===== src/opcode_decode_pkg.sv =====
// constants, field positions and types for the operand field decoder
// assumes one core clock; the opcode class of each word comes from outside
package opcode_decode_pkg;
   localparam int INSN_W = 16;
   localparam int DATA_W = 8;
   localparam int FILE_ADDR_W = 12;
   localparam int PROG_ADDR_W = 21;
   localparam int BANK_W = 4;
   localparam int FLAG_W = 5;
   localparam int APB_ADDR_W = 14;
   localparam int APB_DATA_W = 32;
   // instruction cycle length in core clock periods
   localparam int CYCLE_OSC_PERIODS = 4;
   // register indices; byte address is four times the index
   localparam logic [11:0] IDX_ACCUMULATOR = 12'hFE8;
   localparam logic [11:0] IDX_PRODUCT_LOW = 12'hFF3;
   localparam logic [11:0] IDX_PRODUCT_HIGH = 12'hFF4;
   localparam logic [11:0] IDX_TABLE_LATCH = 12'hFF5;
   localparam logic [11:0] IDX_TABLE_POINTER = 12'hFF6;
   localparam logic [11:0] IDX_PC_LOW = 12'hFF9;
   localparam logic [11:0] IDX_PC_HIGH_LATCH = 12'hFFA;
   localparam logic [11:0] IDX_PC_UPPER_LATCH = 12'hFFB;
   localparam logic [11:0] IDX_BANK_SELECT = 12'hFE0;
   localparam logic [11:0] IDX_STATUS_FLAGS = 12'hFD8;
   localparam logic [11:0] IDX_DECODE_STATUS = 12'hFD0;
   // operand field positions
   localparam int POS_ACCESS = 8;
   localparam int POS_DEST = 9;
   localparam int POS_BIT_LSB = 9;
   localparam int POS_CALL_FAST = 8;
   localparam int POS_RETURN_FAST = 0;
   localparam logic [3:0] SECOND_WORD_TAG = 4'hF;
   // access region split: low part maps to bank 0, high part to the top bank
   localparam logic [7:0] ACCESS_SPLIT = 8'h80;
   localparam logic [3:0] ACCESS_LOW_BANK = 4'h0;
   localparam logic [3:0] ACCESS_HIGH_BANK = 4'hF;
   // reset values and program counter step
   localparam logic [7:0] RESET_BYTE = 8'h00;
   localparam logic [20:0] RESET_PROG = 21'h000000;
   localparam logic [20:0] PC_STEP = 21'h000002;

   typedef enum logic [3:0]
   {
      FMT_BYTE,
      FMT_BIT,
      FMT_LITERAL8,
      FMT_MOVE_FIRST,
      FMT_LIT12_FIRST,
      FMT_LONG_FIRST,
      FMT_CALL_FIRST,
      FMT_BRANCH_LONG,
      FMT_BRANCH_SHORT,
      FMT_TABLE_READ,
      FMT_TABLE_WRITE,
      FMT_RETURN,
      FMT_PLAIN
   } insn_format_t;

   typedef enum logic [1:0]
   {
      TBL_NO_CHANGE,
      TBL_POST_INC,
      TBL_POST_DEC,
      TBL_PRE_INC
   } table_mode_t;

   typedef enum logic [1:0]
   {
      LIT_NONE,
      LIT_8,
      LIT_12,
      LIT_20
   } literal_width_t;
endpackage


===== src/opcode_operand_field_decode.sv =====
// operand field decoder with the core's special registers on an apb slave
// assumes the opcode class of each word arrives with it, in the same cycle
//
// How it works
// RULE_01: access bit 0 addresses the fixed access region, bank select ignored.
// RULE_02: access bit 1 takes the bank from bank select, joined to 8-bit address.
// RULE_03: destination bit 0 sends result to accumulator, 1 to the file register.
// RULE_04: bit instructions carry a 3-bit index choosing bit 0 to 7.
// RULE_05: normal file address is 8 bits, 00h to FFh.
// RULE_06: two-word move takes a full 12-bit source address, no banking.
// RULE_07: two-word move takes a full 12-bit destination from its second word.
// RULE_08: literals decode as 8, 12 or 20 bits by format.
// RULE_09: table mode picks no change, post-increment, post-decrement or pre-increment.
// RULE_10: branch field is relative two's complement, or absolute for call and goto.
// RULE_11: fast bit 1 saves or restores shadow registers; 0 leaves them alone.
// RULE_12: table pointer is 21 bits, low byte at FF6h.
// RULE_13: 8-bit table latch at FF5h holds the table transfer byte.
// RULE_14: product high byte at FF4h, low byte at FF3h.
// RULE_15: accumulator reachable as file register FE8h.
// RULE_16: pc low at FF9h; high and upper latches at FFAh, FFBh.
// RULE_17: five status flags kept: carry, digit carry, zero, overflow, negative.
// RULE_18: a lone second word, top four bits ones, executes as no-operation.
// RULE_19: one instruction cycle is four clock periods; one or two cycles each.
// RULE_20: don't-care bits never affect decoding.
//
// Design decision made here: the APB interface to the registers.
`timescale 1ns/1ps
`default_nettype none
module opcode_operand_field_decode
(
   input wire logic ref_clk,
   input wire logic reset_n,
   input wire logic psel,
   input wire logic penable,
   input wire logic pwrite,
   input wire logic [13:0] paddr,
   input wire logic [31:0] pwdata,
   output logic [31:0] prdata,
   output logic pready,
   output logic pslverr,
   input wire logic insn_valid,
   input wire logic [15:0] insn_word,
   input wire opcode_decode_pkg::insn_format_t insn_format,
   input wire logic skip_taken,
   input wire logic [7:0] alu_result,
   input wire logic alu_result_we,
   input wire logic [4:0] alu_flags,
   input wire logic alu_flags_we,
   input wire logic [7:0] mul_operand,
   input wire logic mul_start,
   input wire logic [7:0] table_read_data,
   output logic insn_cycle_strobe,
   output logic decode_valid,
   output logic [11:0] file_addr,
   output logic [11:0] move_dest_addr,
   output logic result_to_file,
   output logic [2:0] bit_index,
   output logic [19:0] literal,
   output opcode_decode_pkg::literal_width_t literal_width,
   output logic [1:0] table_pointer_update_mode,
   output logic [20:0] table_access_addr,
   output logic [7:0] table_write_data,
   output logic table_write_strobe,
   output logic [20:0] branch_target,
   output logic fast_mode,
   output logic executes_as_nop,
   output logic [1:0] insn_cycles,
   output logic [7:0] working_accumulator,
   output logic [4:0] status_flags,
   output logic [20:0] prog_counter
);
   typedef struct packed
   {
      logic [7:0] acc;
      logic [7:0] prod_low;
      logic [7:0] prod_high;
      logic [7:0] tab_latch;
      logic [20:0] tab_ptr;
      logic [20:0] pc;
      logic [7:0] pc_high_latch;
      logic [7:0] pc_upper_latch;
      logic [3:0] bank;
      logic [4:0] flags;
      logic [7:0] shadow_acc;
      logic [4:0] shadow_flags;
      logic [3:0] shadow_bank;
      logic pend_valid;
      opcode_decode_pkg::insn_format_t pend_format;
      logic [15:0] pend_word;
      logic [31:0] rdata;
      logic err;
      logic dec_valid;
      logic [11:0] eff_addr;
      logic [11:0] dest_addr;
      logic to_file;
      logic [2:0] bit_idx;
      logic [19:0] lit;
      opcode_decode_pkg::literal_width_t lit_w;
      logic [1:0] tbl_mode;
      logic [20:0] tbl_addr;
      logic tbl_wr;
      logic [20:0] target;
      logic fast;
      logic nop;
      logic [1:0] cycles;
   } core_state_t;

   core_state_t state;
   core_state_t next_state;
   logic cycle_en;
   logic [20:0] step_addr;
   logic [20:0] step_pointer;
   logic [11:0] reg_index;
   logic [31:0] read_mux;
   logic mapped;
   logic take;
   logic second_word;
   logic [20:0] pc_next_seq;
   logic [15:0] product;

   instr_phase_divider #(
      .PERIODS(opcode_decode_pkg::CYCLE_OSC_PERIODS)
   ) u_divider (
      .ref_clk(ref_clk),
      .reset_n(reset_n),
      .cycle_en(cycle_en)
   );

   table_pointer_step #(
      .WIDTH(opcode_decode_pkg::PROG_ADDR_W)
   ) u_table_step (
      .pointer(state.tab_ptr),
      .mode(insn_word[1:0]),
      .access_addr(step_addr),
      .next_pointer(step_pointer)
   );

   // read side of the register map, sampled in the setup cycle
   always_comb
   begin
      reg_index = paddr[13:2];
      mapped = 1'b1;
      read_mux = 32'h00000000;
      unique case (reg_index)
         opcode_decode_pkg::IDX_ACCUMULATOR: read_mux = {24'h000000, state.acc}; // RULE_15
         opcode_decode_pkg::IDX_PRODUCT_LOW: read_mux = {24'h000000, state.prod_low}; // RULE_14
         opcode_decode_pkg::IDX_PRODUCT_HIGH: read_mux = {24'h000000, state.prod_high}; // RULE_14
         opcode_decode_pkg::IDX_TABLE_LATCH: read_mux = {24'h000000, state.tab_latch}; // RULE_13
         opcode_decode_pkg::IDX_TABLE_POINTER: read_mux = {11'h000, state.tab_ptr}; // RULE_12
         opcode_decode_pkg::IDX_PC_LOW: read_mux = {24'h000000, state.pc[7:0]}; // RULE_16
         opcode_decode_pkg::IDX_PC_HIGH_LATCH: read_mux = {24'h000000, state.pc_high_latch};
         opcode_decode_pkg::IDX_PC_UPPER_LATCH: read_mux = {24'h000000, state.pc_upper_latch};
         opcode_decode_pkg::IDX_BANK_SELECT: read_mux = {28'h0000000, state.bank};
         opcode_decode_pkg::IDX_STATUS_FLAGS: read_mux = {27'h0000000, state.flags}; // RULE_17
         opcode_decode_pkg::IDX_DECODE_STATUS: read_mux = {state.nop, state.fast, 5'h00, state.to_file,
                                                          state.bit_idx, state.eff_addr, 9'h000};
         default:
         begin
            mapped = 1'b0;
         end
      endcase
   end

   always_comb
   begin
      next_state = state;
      take = insn_valid && cycle_en;
      second_word = state.pend_valid && (insn_word[15:12] == opcode_decode_pkg::SECOND_WORD_TAG);
      pc_next_seq = state.pc + opcode_decode_pkg::PC_STEP;
      product = state.acc * mul_operand;
      next_state.tbl_wr = 1'b0;
      if (take)
      begin
         next_state.dec_valid = 1'b1;
         next_state.pend_valid = 1'b0;
         next_state.nop = 1'b0;
         next_state.fast = 1'b0;
         next_state.lit_w = opcode_decode_pkg::LIT_NONE;
         next_state.cycles = skip_taken ? 2'd2 : 2'd1; // RULE_19
         next_state.pc = pc_next_seq;
         if (second_word)
         begin
            next_state.cycles = 2'd2; // RULE_19
            unique case (state.pend_format)
               opcode_decode_pkg::FMT_MOVE_FIRST:
               begin
                  next_state.dest_addr = insn_word[11:0]; // RULE_07
               end
               opcode_decode_pkg::FMT_LIT12_FIRST:
               begin
                  next_state.lit = {8'h00, state.pend_word[3:0], insn_word[7:0]}; // RULE_08
                  next_state.lit_w = opcode_decode_pkg::LIT_12;
               end
               default:
               begin
                  // goto and call: absolute word address, no sign
                  next_state.lit = {insn_word[11:0], state.pend_word[7:0]}; // RULE_08
                  next_state.lit_w = opcode_decode_pkg::LIT_20;
                  next_state.target = {insn_word[11:0], state.pend_word[7:0], 1'b0}; // RULE_10
                  next_state.pc = {insn_word[11:0], state.pend_word[7:0], 1'b0};
                  next_state.fast = (state.pend_format == opcode_decode_pkg::FMT_CALL_FIRST)
                                    && state.pend_word[opcode_decode_pkg::POS_CALL_FAST];
               end
            endcase
         end
         else if (insn_word[15:12] == opcode_decode_pkg::SECOND_WORD_TAG)
         begin
            next_state.nop = 1'b1; // RULE_18
         end
         else
         begin
            // only the fields of the given format are read; the rest never steer
            unique case (insn_format) // RULE_20
               opcode_decode_pkg::FMT_BYTE,
               opcode_decode_pkg::FMT_BIT:
               begin
                  if (insn_word[opcode_decode_pkg::POS_ACCESS])
                  begin
                     next_state.eff_addr = {state.bank, insn_word[7:0]}; // RULE_02
                  end
                  else if (insn_word[7:0] >= opcode_decode_pkg::ACCESS_SPLIT)
                  begin
                     next_state.eff_addr = {opcode_decode_pkg::ACCESS_HIGH_BANK, insn_word[7:0]}; // RULE_01
                  end
                  else
                  begin
                     next_state.eff_addr = {opcode_decode_pkg::ACCESS_LOW_BANK, insn_word[7:0]}; // RULE_05
                  end
                  if (insn_format == opcode_decode_pkg::FMT_BIT)
                  begin
                     next_state.bit_idx = insn_word[opcode_decode_pkg::POS_BIT_LSB +: 3]; // RULE_04
                     next_state.to_file = 1'b1;
                  end
                  else
                  begin
                     next_state.to_file = insn_word[opcode_decode_pkg::POS_DEST]; // RULE_03
                  end
               end
               opcode_decode_pkg::FMT_LITERAL8:
               begin
                  next_state.lit = {12'h000, insn_word[7:0]}; // RULE_08
                  next_state.lit_w = opcode_decode_pkg::LIT_8;
                  next_state.to_file = 1'b0;
               end
               opcode_decode_pkg::FMT_MOVE_FIRST,
               opcode_decode_pkg::FMT_LIT12_FIRST,
               opcode_decode_pkg::FMT_LONG_FIRST,
               opcode_decode_pkg::FMT_CALL_FIRST:
               begin
                  next_state.pend_valid = 1'b1;
                  next_state.pend_format = insn_format;
                  next_state.pend_word = insn_word;
                  next_state.cycles = 2'd2;
                  if (insn_format == opcode_decode_pkg::FMT_MOVE_FIRST)
                  begin
                     next_state.eff_addr = insn_word[11:0]; // RULE_06
                  end
                  if ((insn_format == opcode_decode_pkg::FMT_CALL_FIRST)
                      && insn_word[opcode_decode_pkg::POS_CALL_FAST])
                  begin
                     next_state.shadow_acc = state.acc; // RULE_11
                     next_state.shadow_flags = state.flags;
                     next_state.shadow_bank = state.bank;
                  end
               end
               opcode_decode_pkg::FMT_BRANCH_LONG:
               begin
                  next_state.target = pc_next_seq + {{9{insn_word[10]}}, insn_word[10:0], 1'b0}; // RULE_10
                  next_state.pc = next_state.target;
                  next_state.cycles = 2'd2;
               end
               opcode_decode_pkg::FMT_BRANCH_SHORT:
               begin
                  // conditional: only taken when the execution side says so
                  next_state.target = pc_next_seq + {{12{insn_word[7]}}, insn_word[7:0], 1'b0}; // RULE_10
                  if (skip_taken)
                  begin
                     next_state.pc = next_state.target;
                  end
               end
               opcode_decode_pkg::FMT_TABLE_READ,
               opcode_decode_pkg::FMT_TABLE_WRITE:
               begin
                  next_state.tbl_mode = insn_word[1:0]; // RULE_09
                  next_state.tbl_addr = step_addr;
                  next_state.tab_ptr = step_pointer; // RULE_12
                  next_state.cycles = 2'd2;
                  if (insn_format == opcode_decode_pkg::FMT_TABLE_READ)
                  begin
                     next_state.tab_latch = table_read_data; // RULE_13
                  end
                  else
                  begin
                     next_state.tbl_wr = 1'b1; // RULE_13
                  end
               end
               opcode_decode_pkg::FMT_RETURN:
               begin
                  next_state.cycles = 2'd2;
                  next_state.fast = insn_word[opcode_decode_pkg::POS_RETURN_FAST];
                  if (insn_word[opcode_decode_pkg::POS_RETURN_FAST])
                  begin
                     next_state.acc = state.shadow_acc; // RULE_11
                     next_state.flags = state.shadow_flags;
                     next_state.bank = state.shadow_bank;
                  end
               end
               opcode_decode_pkg::FMT_PLAIN:
               begin
                  next_state.lit_w = opcode_decode_pkg::LIT_NONE;
               end
            endcase
         end
      end
      // execution side results; destination follows the decoded bit
      if (alu_result_we)
      begin
         if (!state.to_file || (state.eff_addr == opcode_decode_pkg::IDX_ACCUMULATOR))
         begin
            next_state.acc = alu_result; // RULE_03
         end
      end
      if (alu_flags_we)
      begin
         next_state.flags = alu_flags; // RULE_17
      end
      if (mul_start)
      begin
         next_state.prod_high = product[15:8]; // RULE_14
         next_state.prod_low = product[7:0];
      end
      // apb: data sampled in setup, write at the completing edge
      if (psel && !penable)
      begin
         next_state.rdata = pwrite ? 32'h00000000 : read_mux;
         next_state.err = !mapped || (paddr[1:0] != 2'b00);
      end
      if (psel && penable && !state.err && pwrite)
      begin
         unique case (reg_index)
            opcode_decode_pkg::IDX_ACCUMULATOR: next_state.acc = pwdata[7:0]; // RULE_15
            opcode_decode_pkg::IDX_PRODUCT_LOW: next_state.prod_low = pwdata[7:0];
            opcode_decode_pkg::IDX_PRODUCT_HIGH: next_state.prod_high = pwdata[7:0];
            opcode_decode_pkg::IDX_TABLE_LATCH: next_state.tab_latch = pwdata[7:0];
            opcode_decode_pkg::IDX_TABLE_POINTER: next_state.tab_ptr = pwdata[20:0]; // RULE_12
            opcode_decode_pkg::IDX_PC_LOW:
            begin
               // writing the low byte pulls in both latches at once
               next_state.pc = {state.pc_upper_latch[4:0], state.pc_high_latch, pwdata[7:0]}; // RULE_16
            end
            opcode_decode_pkg::IDX_PC_HIGH_LATCH: next_state.pc_high_latch = pwdata[7:0];
            opcode_decode_pkg::IDX_PC_UPPER_LATCH: next_state.pc_upper_latch = pwdata[7:0];
            opcode_decode_pkg::IDX_BANK_SELECT: next_state.bank = pwdata[3:0];
            opcode_decode_pkg::IDX_STATUS_FLAGS: next_state.flags = pwdata[4:0];
            default:
            begin
               next_state.err = state.err;
            end
         endcase
      end
   end

   always_ff @(posedge ref_clk or negedge reset_n)
   begin
      if (!reset_n)
      begin
         state <= '0;
      end
      else
      begin
         state <= next_state;
      end
   end

   // zero wait states: answer in the first access cycle
   assign pready = psel && penable;
   assign pslverr = psel && penable && state.err;
   assign prdata = state.rdata;
   assign insn_cycle_strobe = cycle_en;
   assign decode_valid = state.dec_valid;
   assign file_addr = state.eff_addr;
   assign move_dest_addr = state.dest_addr;
   assign result_to_file = state.to_file;
   assign bit_index = state.bit_idx;
   assign literal = state.lit;
   assign literal_width = state.lit_w;
   assign table_pointer_update_mode = state.tbl_mode;
   assign table_access_addr = state.tbl_addr;
   assign table_write_data = state.tab_latch;
   assign table_write_strobe = state.tbl_wr;
   assign branch_target = state.target;
   assign fast_mode = state.fast;
   assign executes_as_nop = state.nop;
   assign insn_cycles = state.cycles;
   assign working_accumulator = state.acc;
   assign status_flags = state.flags;
   assign prog_counter = state.pc;
endmodule
`default_nettype wire


===== src/instr_phase_divider.sv =====
// divides the core clock into instruction cycles
// assumes a free running clock and an asynchronous active low reset
`timescale 1ns/1ps
`default_nettype none
module instr_phase_divider
#(
   parameter int PERIODS = opcode_decode_pkg::CYCLE_OSC_PERIODS
)
(
   input wire logic ref_clk,
   input wire logic reset_n,
   output logic cycle_en
);
   typedef struct packed
   {
      logic [7:0] count;
      logic en;
   } div_state_t;

   div_state_t state;
   div_state_t next_state;

   always_comb
   begin
      next_state = state;
      next_state.en = 1'b0;
      if (state.count == 8'(PERIODS - 1))
      begin
         next_state.count = 8'h00;
         next_state.en = 1'b1; // RULE_19
      end
      else
      begin
         next_state.count = state.count + 8'h01;
      end
   end

   always_ff @(posedge ref_clk or negedge reset_n)
   begin
      if (!reset_n)
      begin
         state <= '0;
      end
      else
      begin
         state <= next_state;
      end
   end

   assign cycle_en = state.en;
endmodule
`default_nettype wire


===== src/table_pointer_step.sv =====
// pointer arithmetic for table reads and writes
// purely combinational; the caller registers the new pointer
`timescale 1ns/1ps
`default_nettype none
module table_pointer_step
#(
   parameter int WIDTH = opcode_decode_pkg::PROG_ADDR_W
)
(
   input wire logic [WIDTH-1:0] pointer,
   input wire logic [1:0] mode,
   output logic [WIDTH-1:0] access_addr,
   output logic [WIDTH-1:0] next_pointer
);
   logic [WIDTH-1:0] plus_one;
   logic [WIDTH-1:0] minus_one;

   always_comb
   begin
      plus_one = pointer + WIDTH'(1);
      minus_one = pointer - WIDTH'(1);
      access_addr = pointer;
      next_pointer = pointer;
      unique case (opcode_decode_pkg::table_mode_t'(mode)) // RULE_09
         opcode_decode_pkg::TBL_NO_CHANGE:
         begin
            next_pointer = pointer;
         end
         opcode_decode_pkg::TBL_POST_INC:
         begin
            next_pointer = plus_one;
         end
         opcode_decode_pkg::TBL_POST_DEC:
         begin
            next_pointer = minus_one;
         end
         opcode_decode_pkg::TBL_PRE_INC:
         begin
            access_addr = plus_one;
            next_pointer = plus_one;
         end
      endcase
   end
endmodule
`default_nettype wire


===== config.mk =====
export PLATFORM = sky130hd
export DESIGN_NAME = opcode_operand_field_decode
export DESIGN_NICKNAME = d
export VERILOG_FILES = /design/src/opcode_decode_pkg.sv /design/src/opcode_operand_field_decode.sv /design/src/instr_phase_divider.sv /design/src/table_pointer_step.sv
export SDC_FILE = /design/constraint.sdc
export NUM_CORES = 1
export LEC_CHECK = 0
export ABC_AREA = 1
export ABC_CLOCK_PERIOD_IN_PS = 4900
export BUFFER_PORTS_ARGS = -buffer_cell sky130_fd_sc_hd__clkbuf_2
export CAP_MARGIN = 20
export CORE_MARGIN = 1
export CORE_UTILIZATION = 35
export CTS_CLUSTER_DIAMETER = 30
export DETAILED_ROUTE_END_ITERATION = 10
export GPL_TIMING_DRIVEN = 0
export PLACE_DENSITY = 0.53
export SETUP_SLACK_MARGIN = 0.15
export SYNTH_ARGS = -nofsm -noshare
export SYNTH_HDL_FRONTEND = slang
export SYNTH_SLANG_ARGS = --single-unit
export TNS_END_PERCENT = 30

===== constraint.sdc =====
create_clock -name ref_clk -period 4.9 [get_ports ref_clk]
set_clock_uncertainty 0.15 [all_clocks]
set_input_delay 0.98 -clock ref_clk [delete_from_list [all_inputs] [get_ports ref_clk]]
set_output_delay 0.98 -clock ref_clk [all_outputs]
set_load 0.1 [all_outputs]

* Word-level counts from Yosys, hierarchy flattened
Index checks and enable logic that the tools add are counted.
** Cells by class
- $add $sub $neg :: 6
- $mul :: 1
- Divide/modulo/power cells :: 0
- Order comparisons :: 1
- Eq/ne operators :: 36
- Shifts and indexed selects :: 0
- Mux-type cells :: 71
- Bitwise gates (word level) :: 2
- Reduce and logical (&&, ||, !) cells :: 41
** Operators by type and width (count)
- $pmux 32 s11 :: 1
- $eq 12x12->1 const B :: 12
- $mux 47 :: 3
- $mux 21 :: 6
- $mux 8 :: 15
- $mux 50 :: 2
- $mux 99 :: 1
- $pmux 21 s2 :: 2
- $mux 68 :: 1
- $mux 22 :: 3
- $pmux 21 s3 :: 1
- $mux 29 :: 2
- $pmux 22 s2 :: 1
- $add 21x21->21 :: 2
- $mux 38 :: 1
- $mux 12 :: 3
- $mux 32 :: 1
- $mux 26 :: 1
- $eq 4x3->1 const B :: 6
- $mux 24 :: 1
- $pmux 12 s2 :: 1
- $add 21x1->21 const B :: 1
- $add 21x2->21 const B :: 1
- $sub 21x1->21 const B :: 1
- 36 further kinds :: 89
** Storage, ports and cells
- Register bits after elaboration :: 279
- Latch bits :: 0
- Memory bits (writable) :: 0
- Bits in read-only memories :: 0
- Input bits :: 105
- Output and inout bits :: 177
- Word-level logic and storage cells :: 192
- Memories kept :: 0

* Longest topological paths before layout
Gate-level depths: netlist (run 1).
- Depth in word-level cells :: 10
- Mapped depth :: 24
- Gate-level depth less buffers :: 23

* Hierarchy
From an unflattened synthesis (run 1), not the netlist that was laid out.
** Unflattened totals
- Cells, all modules :: 2931
- Area, all modules :: 20950.1 um^2
** By module, submodules not included
- opcode_operand_field_decode :: instances 1, cells each 2538, area each 18746.7 um^2, sequential area each 6456.2 um^2
- table_pointer_step :: instances 1, cells each 342, area each 1789.2 um^2, sequential area each 0.0 um^2
- instr_phase_divider :: instances 1, cells each 51, area each 414.1 um^2, sequential area each 225.2 um^2

* Least setup slack after synthesis (run 1)
No wires, ideal clock.
- Path kind :: in2reg
- Start point :: input port mul_operand[6]
- End point :: register state[253] (netlist name)
- Library setup time :: 0.077 ns
- Arrival :: 4.653 ns
- Required time :: 4.673 ns
- Path slack :: 0.020 ns
- Cell stages on the path :: 20
- Buffers on the path :: 1
- Cells stage by stage :: clkbuf_1 nand2_1 inv_1 fa_1 fa_1 fa_1 inv_1 fa_1 inv_1 ha_1 nand2_1 nor3_1 nand3_1 nand3_1 nand2_1 a21oi_1 nor2_1 nand2_1 nand3_1 a21oi_1
** RTL lines
- start: declaration :: line opcode_operand_field_decode.sv:49 : input wire logic [7:0] mul_operand,
- end signal: assignment :: line opcode_operand_field_decode.sv:371 : state <= next_state;
- end: declaration :: line opcode_operand_field_decode.sv:108 : core_state_t state;

* Worst setup path in the final report (run 1)
- Start point :: register state (netlist bit prog_counter[2])
- End point :: register state (netlist bit branch_target[16])
** Between the ends
- Longest elaborated chain between the ends :: 5
- Elaborated cells on any way between the ends :: 6
- Those cells by class :: add/sub: 3; mux: 3
** Ends and longest elaborated chain
- $add 21x2->21 (*) :: line opcode_operand_field_decode.sv:169 : pc_next_seq = state.pc + opcode_decode_pkg::PC_STEP;
- $add 21x21->21 (on tied branches) :: line opcode_operand_field_decode.sv:275, opcode_operand_field_decode.sv:268
- $pmux 21 s2 (*) :: line opcode_operand_field_decode.sv:213 : unique case (insn_format)
- $mux 68 (*) :: line opcode_operand_field_decode.sv:206 : else if (insn_word[15:12] == opcode_decode_pkg::SECOND_WORD_TAG)
- $mux 22 (*) :: line opcode_operand_field_decode.sv:181 : if (second_word)
Every way passes the cells marked *; elsewhere a longest branch is shown, timed or not. The select of a mux whose other input is x is not followed.
A chain may end at the register's enable or synchronous reset.

==> metrics.cfg, run 1 <==
[worst_setup_path]
cp.arrival_ns=4.91
cp_slowest_cell=dfrtp_1
rr_worst_depth=15
path_delay_family=simple AND/OR/NAND/NOR gates
worstPathRequired_ns=5.21
cp-end-kind=flop
cp.buffers_inverters=2
cp_max_fo=5
crit_chain=ha_1 > nand3_2 > nor3_4 > xor2_1 > inv_1 > ha_1 > nand2_1 > nor2_1 > a21oi_2 > inv_1 > nand3_1 > nand3_1 > nand2_1 > o211ai_1 > a21boi_0
worstSetupPathType=reg2reg
cp_slowest_stage_delay_ns=0.55
path_depth=15
startpoint_type=flop

[final_layout]
nets=3403
fill_cells=6018
final_util_pct=44.3
drive_above_1_share_pct=22.1
area_growth_syn_to_layout_pct=24.6

[logic_synthesis]
synth_most_common_cell=nand2_1
synth_top_area_share_pct=32.5
ys_top_cells_by_area=dfrtp_1 (32%), nand2_1 (13%), buf_4 (6.5%)
ys_ff_latch=267
syn_area_um2=20600
syn_avg_cell_area_um2=7.21
synth_commonest_cells=nand2_1 (689), inv_1 (353), dfrtp_1 (267), nor2_1 (235), o21ai_0 (191)
synthArstFlopShare_pct=100
ys.flop_type=dfrtp_1
yosysTopAreaCell=dfrtp_1
ys_seq_area_share_pct=32.5
synth-edff-count=0
synth_cells=2853
synth_cell_types=66
ys_warn_count=0

[drt]
vias=20891
viasPerCell=5.21
drc_errors=0
wl_per_cell_um=20.5
first_pass_iters=6
drt-total-wl_mm=82.3
drtIter0Drc=1818
final_antenna_net_count=0

[cts]
clock_latency_ns=0.61
cts_buffers=72
cts_tree=done
cts.reportedPaths.clkPinSlew_ns=0.05
cts_setup_buffers=0
clock_path_buffers=3
cts_root_buf=clkbuf_16
htree_levels=3
cts_hold_buffers=0
cts.sinks=267

[grt]
grt_pass1_wl_mm=122
first_global_vias=20110
antenna_found_initial=3
grt_max_degree=106
grt_use_total_pct=27.2
grt-ovfl-total=0

[timing]
tightest_slew_ns=0.950
finalWorstSetupSlack_ns=0.303
finalHoldViolations=0
setup_violations=0
fin_setup_tns_ns=0
post-route-period-util_pct=93.8
period_needed_ns=4.60
slew_viol_final=0
slew_headroom_pct=36.7
timing.fmax_mhz=218
whs_ns=0.208
rsz0062_at_grt=yes

[pwr]
vdd_drop_max_v=0.000404
power.total_mw=14.6
power_density_nw_per_um2=570
leakage_nw=13.6

[place]
hpwl_mm=64.7
place_congestion=0.949
pre_cts_ws_ns=-0.166
port-buffer-count=257

[floorplanning]
start_util_pct=35.5
fp.dieW_um=244
die_y_um=244
core_um2=57900
die_area_um2=59700
io_pins=282
row_count=88

[run]
maxCapViolCount=0

[status]
status=finished, final reports clean

[hold_path]
hp-class=in2async

## per-layer routing
| metal | GRT usage [%] | vias up | wire length [um] |
|---|---|---|---|
| met5 | 0 | - | 27 |
| met3 | 5.28 | 135 | 6310 |
| li1 | - | 9804 | - |
| met4 | 8.47 | 4 | 2130 |
| met1 | 38.2 | 10126 | 37200 |
| met2 | 41.7 | 822 | 36600 |
## power by group
part           internal, mW  total (mW)  leakage [nW]  switching [mW]
clock network          3.65        5.22          1.30            1.57
logic                  1.91        6.52          8.93            4.60
registers              2.54        2.87          3.39           0.326
total                  8.11        14.6          13.6            6.50
## what timing repair did
| item | CTS | global route |
|---|---|---|
| gates resized for setup | 3 | 23 |
| cloned | 0 | 0 |
| setup endpoints to repair | 4 | 12 |
## cells in the final DEF, fill, tap and decap left out, drive strengths merged, types with 6 or more instances in the layout
| master | count |
|---|---|
| nor4 | 6 |
| nor2 | 263 |
| nand3 | 177 |
| or2 | 13 |
| a22oi | 6 |
| nand4 | 39 |
| nand2 | 709 |
| dfrtp | 267 |
| a21oi | 135 |
| buf | 218 |
| a211oi | 9 |
| o21a | 7 |
| nor3 | 34 |
| o21bai | 10 |
| bufinv | 14 |
| o211ai | 35 |
| xor2 | 39 |
| xnor2 | 8 |
| a21o | 7 |
| fa | 37 |
| a31oi | 22 |
| a221oi | 13 |
| clkinv | 22 |
| clkinvlp | 7 |
| clkbuf | 401 |
| o31ai | 6 |
| o22ai | 27 |
| inv | 379 |
| a2bb2oi | 10 |
| ha | 71 |
| o21ai | 217 |
## sequential cells by signal, summed over array words and instances, names as in the netlist, 2 cells and up
name / count
state: 89
prdata: 27
branch_target: 21
prog_counter: 21
table_access_addr: 21
literal: 20
file_addr: 12
move_dest_addr: 12
table_write_data: 8
u_divider.state: 8
working_accumulator: 8
status_flags: 5
bit_index: 3
insn_cycles: 2
literal_width: 2
table_pointer_update_mode: 2
## cell type report
class                   count  area (um2)  area share, %
repair buffers            259        1350           5.27
clock inverters            43         673           2.63
well taps                 765         957           3.73
plain buffers             272        1780           6.96
inverters                 379        1440           5.60
clock buffers              88        2000           7.81
multi-input cells        1939       10700           41.9
flip-flops and latches    267        6680           26.1
diodes                      1        2.50        0.00976
## path summary, 6_finish.rpt
check | slack (ns) | from | end
min in group ref_clk | 0.31 | u_divider.state[1]$_DFF_PN0_ | u_divider.state[1]$_DFF_PN0_
setup / recovery | 0.30 | prog_counter[2]$_DFF_PN0_ | branch_target[16]$_DFFE_PN0P_
max in group asynchronous | 2.89 | reset_n | u_divider.state[6]$_DFF_PN0_
hold / removal | 0.21 | reset_n | move_dest_addr[6]$_DFFE_PN0P_
hold reg to reg | 0.31 | u_divider.state[1]$_DFF_PN0_ | u_divider.state[1]$_DFF_PN0_
setup reg to reg | 0.30 | prog_counter[2]$_DFF_PN0_ | branch_target[16]$_DFFE_PN0P_
## logic make-up after synthesis
family                     count (synthesis)  synth area share [%]
other                                      1                0.0182
DFF                                      267                  32.5
AOI/OAI and AO/OA                        526                  14.9
muxes                                      2                 0.109
xor gates and xnor gates                  47                  2.04
and+or+nand+nor                         1251                  27.0
adders and majority gates                108                  7.92
buffers and inverters                    651                  15.5
## through the flow
stage | cell area, um2 | std cells
2_1_floorplan | 20600 | 2857
3_3_place_gp | 22900 | 3879
3_5_place_dp | 22900 | 3881
4_1_cts | 25600 | 4012
5_1_grt | 25600 | 4012
6_report | 25600 | 4013
Power figures use the tool's default switching activity.
==> run 2, diff against run 1 <==
--- a/config.mk
+++ b/config.mk
@@ -7,5 +7,5 @@
 export LEC_CHECK = 0
 export ABC_AREA = 1
-export ABC_CLOCK_PERIOD_IN_PS = 4900
+export ABC_CLOCK_PERIOD_IN_PS = 4000
 export BUFFER_PORTS_ARGS = -buffer_cell sky130_fd_sc_hd__clkbuf_2
 export CAP_MARGIN = 20
@@ -15,5 +15,5 @@
 export DETAILED_ROUTE_END_ITERATION = 10
 export GPL_TIMING_DRIVEN = 0
-export PLACE_DENSITY = 0.53
+export PLACE_DENSITY = 0.55
 export SETUP_SLACK_MARGIN = 0.15
 export SYNTH_ARGS = -nofsm -noshare
==> constraint.sdc (replaced) <==
create_clock -name ref_clk -period 4 [get_ports ref_clk]
set_clock_uncertainty 0.15 [all_clocks]
set_input_delay 0.8 -clock ref_clk [delete_from_list [all_inputs] [get_ports ref_clk]]
set_output_delay 0.8 -clock ref_clk [all_outputs]
set_load 0.01 [all_outputs]
==> run 2 against run 1 <==
  * The flow now finishes with violations (negative setup slack)
  * Critical path depth up 5
  * Global-route usage grew 0.23 points
  * Register-to-register slack got worse by 0.53 ns
  * First-iteration DRC count up 4.1%
  * Utilization grew 0.85 points
  * Largest power group unchanged
==> metrics.cfg, run 2 (synthesized netlist as in run 1, its figures left out) <==
[cts]
htree_levels=3  ; unchanged
cts.reportedPaths.clkPinSlew_ns=0.04  ; about the same
cts_tree=done
cts_buffers=75  ; +4.2%
cts_hold_buffers=0  ; unchanged
clock_latency_ns=0.61  ; about the same
cts_root_buf=clkbuf_16
cts.sinks=267  ; unchanged
clock_path_buffers=3  ; unchanged

[timing]
setup_violations=9  ; +9
timing.fmax_mhz=236  ; +8.7%
slew_headroom_pct=40.0  ; +3.3 points
finalHoldViolations=0  ; unchanged
post-route-period-util_pct=106  ; +12 points
rsz0062_at_grt=yes
tightest_slew_ns=0.900  ; -0.0502 ns
slew_viol_final=0  ; unchanged
fin_setup_tns_ns=-1.23  ; -1.23 ns
period_needed_ns=4.23  ; -0.369 ns
finalWorstSetupSlack_ns=-0.228  ; -0.531 ns

[grt]
grtUsageMet2_pct=42.5  ; +0.77 points
grt_pass1_wl_mm=124  ; +1.3%
globalRouteMet3Util_pct=5.00  ; -0.27 points
grt_max_degree=110  ; +3.8%
grt-ovfl-total=0  ; unchanged
met1_usage_pct=38.3  ; +0.075 points
antenna_found_initial=1  ; -2
grt-busiest-layer=met2
grt_use_total_pct=27.4  ; +0.23 points
first_global_vias=20566  ; +2.3%

[worst_setup_path]
startpoint_type=flop
cp.buffers_inverters=4  ; +2
rrSetupSlack_ns=-0.23  ; -0.53 ns
path_delay_family=adder cells
r2r-start=working_accumulator[2]$_DFF_PN0_
cp_slowest_cell=fa_1
cp.arrival_ns=4.59  ; -0.32 ns
cp_slowest_stage_delay_ns=0.53  ; -0.02 ns
rr_worst_depth=20  ; +5
reg2reg_to=state[253]$_DFF_PN0_
crit_path_start=working_accumulator[2]$_DFF_PN0_
worstPathRequired_ns=4.36  ; -0.85 ns
cp-end-kind=flop
crit_chain=buf_8 > nand2_2 > inv_2 > fa_1 > fa_1 > fa_1 > inv_1 > fa_1 > inv_2 > ha_4 > nand2_4 > nor3_4 > nand3_2 > nand3_2 > nand2_2 > a21oi_2 > nor2_1 > nand2_1 > nand3_2 > a21oi_2
cp_common_cell=fa_1
cp_max_fo=5  ; unchanged
worstSetupPathType=reg2reg

[place]
place_congestion=0.982  ; +3.5%
port-buffer-count=257  ; unchanged
hpwl_mm=64.7  ; about the same

[status]
violations=negative setup slack
status=finished with violations

[floorplanning]
row_count=88  ; unchanged
fp.dieW_um=244  ; unchanged
start_util_pct=35.5  ; unchanged
die_area_um2=59700  ; unchanged
die_y_um=244  ; unchanged
core_um2=57900  ; unchanged
io_pins=282  ; unchanged

[drt]
final_antenna_net_count=0  ; unchanged
drtIter0Drc=1892  ; +4.1%
drt-total-wl_mm=83.0  ; +0.92%
drc_errors=0  ; unchanged
first_pass_iters=6  ; unchanged
viasPerCell=5.26  ; +0.98%
vias=21249  ; +1.7%
wl_per_cell_um=20.5  ; +0.20%

[pwr]
leakage_nw=13.8  ; +1.2%
power.total_mw=16.7  ; +14%
vdd_drop_max_v=0.000633  ; +56%
power_density_nw_per_um2=638  ; +12%

[hold_path]
hp-class=in2async

[final_layout]
area_growth_syn_to_layout_pct=27.0
largest_reg_flops=89  ; unchanged
drive_above_1_share_pct=24.1  ; +2.1 points
nets=3430  ; +0.79%
final_cell_mix=nand2_1 (680), inv_1 (345), dfrtp_1 (264)
layout_commonest_cell=nand2_1
largest_register=state
antenna_cells=0  ; -1

[run]
maxCapViolCount=0  ; unchanged

[run 2: what timing repair did]
item,CTS,global route
resized for setup,47,46
setup buffers,17,6
pin swaps,18,22
setup endpoints to repair,22,26
cloned,0,1
[run 2: layout make-up]
| type | count | area (um2) |
|---|---|---|
| inverter | 379 | 1440 |
| clock buffer | 96 | 2060 |
| timing repair buffer | 283 | 1560 |
| multi-input combinational | 1939 | 11000 |
| tap | 765 | 957 |
| fill | 5954 | 31800 |
| buffer | 272 | 1880 |
| clock inverter | 41 | 534 |
| sequential | 267 | 6690 |
[run 2: how the worst max path moves through the flow]
| stage | to | slack [ns] | cells past startpoint |
|---|---|---|---|
| after floorplan | state[253]$_DFF_PN0_ | -0.45 | 20 |
| after global placement | state[254]$_DFF_PN0_ | -3.91 | 1 |
| after detailed placement | state[253]$_DFF_PN0_ | -0.83 | 19 |
| after global routing | state[253]$_DFF_PN0_ | -0.47 | 20 |
| final | state[253]$_DFF_PN0_ | -0.23 | 20 |
| after CTS | state[253]$_DFF_PN0_ | -0.27 | 20 |
[run 2: report_power, final]
group / internal [mW] / switching (mW)
Sequential: 3.12 / 0.404
Combinational: 2.89 / 4.14
Clock: 4.20 / 1.91
Total: 10.2 / 6.46
[run 2: stage by stage]
step	hold slack [ns]	utilization (%)	instances	cell area, um2	setup WS (ns)
6_report	0.0442	45.1	4042	26100	-0.228
4_1_cts	0.0455	44.7	4035	25900	-0.270
2_1_floorplan	0.283	-	2857	20700	-0.449
5_1_grt	0.0733	45.1	4042	26100	-0.474
3_3_place_gp	0.298	39.6	3879	22900	-3.91
3_5_place_dp	0.317	39.7	3881	23000	-0.829
[run 2: routing by layer]
layer	share of wire (%)	vias to the layer above	wire length, um
met5	0.014	-	12
met4	2.8	2	2330
met3	7.4	150	6180
met2	45	880	37100
met1	45	10352	37400
li1	-	9865	-
[run 2: worst reg2reg max path: stages, from the launching register on]
cell,delay [ns]
dfrtp_2,0.44
buf_8,0.15
nand2_2,0.06
inv_2,0.04
fa_1,0.53
fa_1,0.44
fa_1,0.49
inv_1,0.05
fa_1,0.49
inv_2,0.05
ha_4,0.30
nand2_4,0.07
nor3_4,0.16
nand3_2,0.10
nand3_2,0.09
nand2_2,0.06
a21oi_2,0.15
nor2_1,0.05
nand2_1,0.06
nand3_2,0.08
a21oi_2,0.15
